**src/glpc_pkg.sv**
```systemverilog
package glpc_pkg;

   // Bus map of the port instances and the alternate-function unit.
   localparam logic [31:0] PORT_A_BASE   = 32'h4001_0800;
   localparam logic [31:0] PORT_B_BASE   = 32'h4001_0C00;
   localparam logic [31:0] PORT_STRIDE   = PORT_B_BASE - PORT_A_BASE;
   localparam logic [31:0] ALT_FN_BASE   = 32'h4001_0000;
   localparam logic [31:0] ALT_FN_SPAN   = 32'h0000_0400;
   localparam int          NUM_PORTS     = 5;
   localparam int          PINS_PER_PORT = 8;

   // Low-pin control register.
   localparam logic [31:0] CFG_LOW_OFS = 32'h0000_0000;
   localparam logic [31:0] CFG_LOW_RST = 32'h4444_4444;

   // Nibble layout: mode in the low pair, configuration in the high pair.
   localparam int NIBBLE_W = 4;
   localparam int FIELD_W  = 2;
   localparam int MODE_LSB = 0;
   localparam int CONF_LSB = 2;

   // Direction and speed codes.
   localparam logic [1:0] MODE_INPUT   = 2'h0;
   localparam logic [1:0] MODE_OUT_10M = 2'h1;
   localparam logic [1:0] MODE_OUT_2M  = 2'h2;
   localparam logic [1:0] MODE_OUT_50M = 2'h3;

   // Drive style codes, read against the mode.
   localparam logic [1:0] CONF_IN_ANALOG = 2'h0;
   localparam logic [1:0] CONF_IN_FLOAT  = 2'h1;
   localparam logic [1:0] CONF_IN_PULL   = 2'h2;
   localparam logic [1:0] CONF_OUT_PP    = 2'h0;
   localparam logic [1:0] CONF_OUT_OD    = 2'h1;
   localparam logic [1:0] CONF_OUT_AF    = 2'h2;

   typedef enum logic [7:0] {
      FN_ANALOG   = 8'h01,
      FN_IN_FLOAT = 8'h02,
      FN_IN_PULL  = 8'h04,
      FN_IN_RSVD  = 8'h08,
      FN_OUT_PP   = 8'h10,
      FN_OUT_OD   = 8'h20,
      FN_AF_OD    = 8'h40,
      FN_AF_PP    = 8'h80
   } glpc_pin_fn_t;

   typedef struct packed {
      glpc_pin_fn_t fn;
      logic [1:0]   speed;
   } glpc_pin_cfg_t;

   localparam glpc_pin_cfg_t PIN_RST_CFG = '{fn: FN_IN_FLOAT, speed: MODE_INPUT};

   typedef struct packed {
      logic [31:0] addr;
      logic [31:0] wdata;
      logic        wr;
      logic        rd;
   } glpc_bus_req_t;

endpackage : glpc_pkg

```
**src/glpc_addr_dec.sv**
```systemverilog
`timescale 1ns/10ps
module glpc_addr_dec #(
   parameter int NUM_PORTS = glpc_pkg::NUM_PORTS
) (
   // Address under decode
   input  wire logic [31:0]          addr_in,
   // Hits
   output wire logic [NUM_PORTS-1:0] port_hit_out,
   output wire logic                 alt_hit_out
);
   import glpc_pkg::*;

   function automatic logic [31:0] port_base(input int idx);
      return PORT_A_BASE + PORT_STRIDE * 32'(idx);
   endfunction : port_base

   wire logic [31:0] alt_rel = addr_in - ALT_FN_BASE;

   for (genvar p = 0; p < NUM_PORTS; p++) begin : g_port
      assign port_hit_out[p] = (addr_in == port_base(p) + CFG_LOW_OFS);
   end

   assign alt_hit_out = (alt_rel < ALT_FN_SPAN);

endmodule : glpc_addr_dec

```
**src/glpc_pin_dec.sv**
```systemverilog
`timescale 1ns/10ps
module glpc_pin_dec (
   // One pin's nibble
   input  wire logic [3:0]              nibble_in,
   // Decoded function and speed
   output glpc_pkg::glpc_pin_cfg_t      cfg_out
);
   import glpc_pkg::*;

   function automatic glpc_pin_fn_t decode_fn(input logic [1:0] mode, input logic [1:0] conf);
      glpc_pin_fn_t fn;
      fn = FN_IN_FLOAT;
      if (mode == MODE_INPUT) begin
         case (conf)
            CONF_IN_ANALOG: fn = FN_ANALOG;
            CONF_IN_FLOAT:  fn = FN_IN_FLOAT;
            CONF_IN_PULL:   fn = FN_IN_PULL;
            default:        fn = FN_IN_RSVD;
         endcase
      end else begin
         case (conf)
            CONF_OUT_PP: fn = FN_OUT_PP;
            CONF_OUT_OD: fn = FN_OUT_OD;
            CONF_OUT_AF: fn = FN_AF_OD;
            default:     fn = FN_AF_PP;
         endcase
      end
      return fn;
   endfunction : decode_fn

   wire logic [1:0] mode = nibble_in[MODE_LSB +: FIELD_W];
   wire logic [1:0] conf = nibble_in[CONF_LSB +: FIELD_W];

   assign cfg_out.fn    = decode_fn(mode, conf);
   assign cfg_out.speed = mode;

endmodule : glpc_pin_dec

```
**src/glpc_top.sv**
```systemverilog
`timescale 1ns/10ps
module glpc_top #(
   parameter int NUM_PORTS     = glpc_pkg::NUM_PORTS,
   parameter int PINS_PER_PORT = glpc_pkg::PINS_PER_PORT
) (
   // Clock and reset
   input  wire logic                                             ref_clk_in,
   input  wire logic                                             nrst_in,
   // Register port
   input  glpc_pkg::glpc_bus_req_t                               bus_req_in,
   output logic [31:0]                                           rd_data_out,
   output logic                                                  addr_err_out,
   // Pin data sources and pad input
   input  wire logic [NUM_PORTS*PINS_PER_PORT-1:0]               gpio_data_in,
   input  wire logic [NUM_PORTS*PINS_PER_PORT-1:0]               af_data_in,
   input  wire logic [NUM_PORTS*PINS_PER_PORT-1:0]               pad_level_in,
   // Pad control
   output logic [NUM_PORTS*PINS_PER_PORT-1:0]                    pad_drive_out,
   output logic [NUM_PORTS*PINS_PER_PORT-1:0]                    pad_oe_out,
   output logic [NUM_PORTS*PINS_PER_PORT-1:0]                    pin_in_val_out,
   output glpc_pkg::glpc_pin_cfg_t [NUM_PORTS*PINS_PER_PORT-1:0] pin_cfg_out
);
   import glpc_pkg::*;

   localparam int NUM_PINS = NUM_PORTS * PINS_PER_PORT;

   // Pad control for one pin as {oe, drive}. Open-drain styles only ever
   // pull low, so a high data bit releases the pad instead of driving it.
   function automatic logic [1:0] pad_ctrl(input glpc_pin_fn_t fn, input logic gpio_d, input logic af_d);
      logic [1:0] ctl;
      ctl = 2'h0;
      case (fn)
         FN_OUT_PP: ctl = {1'b1, gpio_d};
         FN_OUT_OD: ctl = {~gpio_d, 1'b0};
         FN_AF_OD:  ctl = {~af_d, 1'b0};
         FN_AF_PP:  ctl = {1'b1, af_d};
         default:   ctl = 2'h0;
      endcase
      return ctl;
   endfunction : pad_ctrl

   logic [31:0]                 cfg      [NUM_PORTS];
   logic [31:0]                 next_cfg [NUM_PORTS];
   wire logic [NUM_PORTS-1:0]   port_hit;
   wire logic                   alt_hit;
   wire logic                   any_hit  = |port_hit;
   wire logic                   any_req  = bus_req_in.wr | bus_req_in.rd;
   logic [31:0]                 rd_mux;
   wire logic [31:0]            next_rd_data;
   wire logic                   next_addr_err;
   glpc_pin_cfg_t [NUM_PINS-1:0] dec_cfg;
   logic [NUM_PINS-1:0]         next_oe;
   logic [NUM_PINS-1:0]         next_drive;
   wire logic [NUM_PINS-1:0]    next_in_val;

   glpc_addr_dec #(
      .NUM_PORTS    (NUM_PORTS)
   ) u_addr_dec (
      .addr_in      (bus_req_in.addr),
      .port_hit_out (port_hit),
      .alt_hit_out  (alt_hit)
   );

   // Register file: one control word per port.
   for (genvar p = 0; p < NUM_PORTS; p++) begin : g_reg
      assign next_cfg[p] = (bus_req_in.wr && port_hit[p]) ? bus_req_in.wdata : cfg[p];

      always_ff @(posedge ref_clk_in or negedge nrst_in) begin
         if (!nrst_in) begin
            cfg[p] <= CFG_LOW_RST;
         end else begin
            cfg[p] <= next_cfg[p];
         end
      end
   end

   // Reads of the alternate-function window return zero here; its registers
   // live elsewhere, and only truly unmapped accesses raise the error pulse.
   always_comb begin
      rd_mux = '0;
      for (int p = 0; p < NUM_PORTS; p++) begin
         if (port_hit[p]) begin
            rd_mux = rd_mux | cfg[p];
         end
      end
   end

   assign next_rd_data  = bus_req_in.rd ? rd_mux : '0;
   assign next_addr_err = any_req && !any_hit && !alt_hit;

   always_ff @(posedge ref_clk_in or negedge nrst_in) begin
      if (!nrst_in) begin
         rd_data_out  <= '0;
         addr_err_out <= 1'b0;
      end else begin
         rd_data_out  <= next_rd_data;
         addr_err_out <= next_addr_err;
      end
   end

   // Decoding from the next register value lets the pads follow a write on
   // the same edge that stores it, while every output stays registered.
   for (genvar g = 0; g < NUM_PINS; g++) begin : g_pin
      glpc_pin_dec u_pin_dec (
         .nibble_in (next_cfg[g / PINS_PER_PORT][(g % PINS_PER_PORT) * NIBBLE_W +: NIBBLE_W]),
         .cfg_out   (dec_cfg[g])
      );

      assign {next_oe[g], next_drive[g]} = pad_ctrl(dec_cfg[g].fn, gpio_data_in[g], af_data_in[g]);
      assign next_in_val[g] = (dec_cfg[g].fn != FN_ANALOG) & pad_level_in[g];
   end

   always_ff @(posedge ref_clk_in or negedge nrst_in) begin
      if (!nrst_in) begin
         pad_oe_out     <= '0;
         pad_drive_out  <= '0;
         pin_in_val_out <= '0;
         pin_cfg_out    <= {NUM_PINS{PIN_RST_CFG}};
      end else begin
         pad_oe_out     <= next_oe;
         pad_drive_out  <= next_drive;
         pin_in_val_out <= next_in_val;
         pin_cfg_out    <= dec_cfg;
      end
   end

   wire logic [1:0] p0_mode = cfg[0][MODE_LSB +: FIELD_W];
   wire logic [1:0] p0_conf = cfg[0][CONF_LSB +: FIELD_W];

   // Wider checks on port A pins 0 and 7, port B pin 0, the last port and the register map. The
   // map is worked out from bases and stride on its own, so a slip in the
   // address decoder cannot agree with itself here.
   wire logic [1:0]  b0_mode  = cfg[1][MODE_LSB +: FIELD_W];
   wire logic [1:0]  b0_conf  = cfg[1][CONF_LSB +: FIELD_W];
   wire logic [31:0] port_rel = bus_req_in.addr - PORT_A_BASE;
   wire logic [31:0] alt_ofs  = bus_req_in.addr - ALT_FN_BASE;
   wire logic        in_span  = port_rel < PORT_STRIDE * 32'(NUM_PORTS);
   wire logic        in_ports = in_span && ((port_rel % PORT_STRIDE) == CFG_LOW_OFS);
   wire logic        in_alt   = alt_ofs < ALT_FN_SPAN;
   wire logic        bad_req  = any_req && !in_ports && !in_alt;
endmodule : glpc_top

```
**config.mk**
```make
export PLATFORM = sky130hd
export DESIGN_NAME = glpc_top
export DESIGN_NICKNAME = d
export VERILOG_FILES = /design/src/glpc_pkg.sv /design/src/glpc_addr_dec.sv /design/src/glpc_pin_dec.sv /design/src/glpc_top.sv
export SDC_FILE = /design/constraint.sdc
export NUM_CORES = 1
export LEC_CHECK = 0
export BUFFER_PORTS_ARGS = -buffer_cell sky130_fd_sc_hd__buf_2
export CORE_AREA = 2 2 286 288
export CTS_CLUSTER_DIAMETER = 120
export DETAILED_ROUTE_END_ITERATION = 10
export DIE_AREA = 0 0 288 290
export PLACE_DENSITY = 0.63
export REMOVE_ABC_BUFFERS = 1
export SYNTH_ARGS = -nofsm -noshare
export SYNTH_HDL_FRONTEND = slang
export SYNTH_HIERARCHICAL = 1
export SYNTH_SLANG_ARGS = --single-unit
```
**constraint.sdc**
```tcl
create_clock -name ref_clk_in -period 2.21 [get_ports ref_clk_in]
set_input_delay 0 -clock ref_clk_in [delete_from_list [all_inputs] [get_ports ref_clk_in]]
set_output_delay 0 -clock ref_clk_in [all_outputs]
set_load 0.02 [all_outputs]
```
==> qor.txt <==
Final Net Count -> 3,941
Yosys reg bits -> 713
Commonest non-fill, non-tap cell in the layout -> buf_2
Logic pwr share -> 3.4%
Post-synthesis sequential area ratio -> 64.26%
Reg clk slew, reported paths -> 0.06 ns
Area post-placement -> 36,920 sq um
Commonest non-fill, non-tap cells in the layout -> buf_2 (733), dfrtp_1 (633), buf_4 (613), dlygate4sd3_1 (155), nor3_1 (92)
Pleak -> 23.07 nW
Initial DRC count -> 1,499
Die width -> 288 microns
Maximum fanout along the worst path -> 13
HP Class -> in2async
Grt ovf -> 0
Async set-reset flop share out of synthesis -> 100.0%
Initial cell density of the core -> 34.83%
Clock latency on the worst-skew pair -> 0.63 ns
Ys flop type -> dfrtp_1
HPWL Detailed -> 69.61 mm
Final instance area -> 45,820 sq um
CP Class -> in2reg
Setup crit start kind -> primary input
Final setup fails -> 118
Tmin final -> 2.520 ns
Number of port buffers -> 740
Post-synth EDFFs -> 0
Sw Pwr -> 0.006106 W
DRT Pass-1 Iters -> 7
CTS Buf Count -> 79
Max cap viols -> 0
Worst IR Drop VDD -> 514.5 uV
Final setup margin -> -0.3100 ns
WHS -> 0.05086 ns
Worst clock skew -> 0.03350 ns
Average vias per placed instance -> 5.069
Die H -> 290 microns
Violated checks -> setup timing
Sequential share of power -> 46.7%
P&R area growth vs syn -> 64.11%
RSZ-0062 raised after global routing -> yes
Yosys cell types -> 45
Clock network power share -> 50.0%
Core Footprint -> 80,160 sq um
Drt wl/cell -> 21.06 microns
# IOs -> 741
ANT nets after route -> 0
Largest net degree at the start of global routing -> 77
Worst Path Required -> 2.70 ns
Routability Congestion -> 0.8743
Yosys warns -> 6
Total GRT Usage -> 22.93%
Synth Instances -> 2,215
Initial antenna violation count -> 6
Slew Limit Fails -> 0
Row count -> 104
Total wire length -> 102.9 mm
Vias -> 24,759
Crit end category -> flop
Fmax -> 396.8 MHz
Int Power -> 0.02189 W
Residual DRC count -> 0
Die ar. -> 83,520 sq um
Worst rel slew slack -> 41.76%
CTS tree -> built
Share of layout cells above drive strength 1 -> 60.66%
First-pass GRT wire length -> 148.1 mm
Fin util -> 57.16%
Syn avg cell area -> 12.60 sq um
Max H-tree Level -> 3
Critical path data arrival time -> 3.01 ns
Worst Max-Slew Pin Slew -> 0.8736 ns
Clk buf depth -> 3
Synthesized area -> 27,920 sq um
Fin crit share -> 114.0%
Final Hold Fails -> 0
Clk root buf -> clkbuf_16
Via count of the first global-routing pass -> 25,247
PD cells -> 611.1 nW/um^2
CTS sink count -> 713
Status -> complete, but fails checks
Switching share of power -> 21.81%
-- logic make-up (layout without fill, tap and decap cells) --
logic type,Yosys count,after routing,synth area share (%)
AO/OA/AOI/OAI,283,283,7.628
buffers and inverters,161,1764,3.307
flip-flops,713,713,64.26
multiplexers,160,160,6.453
other,0,6,0
AND/OR/NAND/NOR,898,898,18.35
-- power by group through the flow --
stage | logic, W | clock network (W) | registers (W)
floorplan | 0.0000379 | 0 | 0.0133
CTS | 0.000933 | 0.0142 | 0.0131
global route | 0.00103 | 0.0148 | 0.0131
global placement | 0.000675 | 0 | 0.0133
detailed placement | 0.000679 | 0 | 0.0133
finish | 0.000943 | 0.0140 | 0.0131
-- per-layer routing --
layer | wire length [microns] | track usage, % | share of wire, %
met1 | 39590 | 27.81 | 38
met3 | 7476 | 5.181 | 7.3
met5 | 0 | 0 | 0
met4 | 4668 | 10.93 | 4.5
met2 | 51110 | 38.49 | 50
-- area by class of cell --
cell class | instances | area, sq um
fillers | 6431 | 34340
flip-flops and latches | 713 | 17940
inverters | 43 | 161.4
clock buffers | 111 | 2268
well taps | 1060 | 1326
multi-input cells | 1341 | 12630
clock inverters | 35 | 524.3
diodes | 6 | 15.01
repair buffers | 1575 | 10950
-- worst max-delay path: stages --
cell	delay, ns
buf_2	0.12
nor4_4	0.29
nand4_1	0.27
buf_6	0.23
nor4_4	0.24
nand2_2	0.12
buf_12	0.19
buf_4	0.15
mux2_2	0.30
nor2_4	0.20
nor2_1	0.10
or3_4	0.42
o41a_1	0.35
-- stage by stage --
| stage | setup WS, ns | setup TNS, ns | total power [W] | instances |
|---|---|---|---|---|
| 3_5_place_dp | -0.9737 | -200.20 | 0.01398 | 4487 |
| 5_1_grt | -0.3904 | -26.88 | 0.02887 | 4883 |
| 6_report | -0.3100 | -15.73 | 0.02800 | 4884 |
| 3_3_place_gp | -0.9878 | -213.50 | 0.01397 | 4487 |
| 2_1_floorplan | -4.238 | -2172.69 | 0.01334 | 2097 |
| 4_1_cts | -0.1588 | -4.187 | 0.02823 | 4824 |
-- flip-flops by register name (all words and copies together) (netlist names) --
| signal | count |
|---|---|
| b0_conf | 2 |
| pin_in_val_out | 40 |
| b0_mode | 2 |
| pad_oe_out | 40 |
| cfg | 156 |
| rd_data_out | 32 |
| addr_err_out | 1 |
| pin_cfg_out | 400 |
| pad_drive_out | 40 |
-- synthesized netlist by cell type (8+ instances only) --
cell | n | area share (%)
nor4_1 | 84 | 1.9
nor2b_1 | 20 | 0.45
nand3b_1 | 62 | 1.7
o311a_1 | 10 | 0.36
nand2_1 | 89 | 1.2
buf_2 | 15 | 0.27
a22oi_1 | 32 | 0.86
inv_1 | 43 | 0.58
o41a_1 | 10 | 0.40
nor4b_1 | 23 | 0.72
or4_1 | 8 | 0.22
a21oi_1 | 44 | 0.79
nor2_1 | 143 | 1.9
nor3b_1 | 36 | 0.97
a222oi_1 | 32 | 1.1
clkbuf_1 | 23 | 0.31
nor3_1 | 193 | 3.5
a31oi_1 | 14 | 0.31
dfstp_2 | 80 | 7.5
or3_1 | 34 | 0.76
o311ai_0 | 15 | 0.47
a2111oi_0 | 23 | 0.72
or3b_2 | 20 | 0.63
and3_1 | 10 | 0.22
a21boi_0 | 47 | 1.3
mux2_2 | 160 | 6.5
nand2b_1 | 119 | 2.7
o31a_1 | 10 | 0.31
o21ai_0 | 30 | 0.54
buf_4 | 80 | 2.2
nor2_2 | 40 | 0.90
dfrtp_1 | 633 | 57
-- what timing repair did --
item / in CTS / in global routing
endpoints found under the setup margin: 112 / 121
pin swaps: 69 / 101
setup buffers: 38 / 57
cloned: 2 / 1
resized for setup: 366 / 444
hold buffers: 155 / 0
hold endpoints to repair: 1029 / 0
-- worst paths after layout --
kind | start | endpoint | slack, ns | depth (start not counted)
max | bus_req_in[54] | pin_in_val_out[29]$_DFF_PN0_ | -0.31 | 13
min reg2reg | cfg[68]$_DFF_PN0_ | cfg[68]$_DFF_PN0_ | 0.57 | 1
min in group ref_clk_in | bus_req_in[48] | addr_err_out$_DFF_PN0_ | 0.07 | 5
max reg2reg | cfg[42]$_DFF_PN1_ | pin_in_val_out[26]$_DFF_PN0_ | 0.11 | 6
max in group asynchronous | nrst_in | pin_cfg_out[223]$_DFF_PN1_ | 1.23 | 3
min | nrst_in | cfg[157]$_DFF_PN0_ | 0.05 | 2
Power figures use the tool's default switching activity.
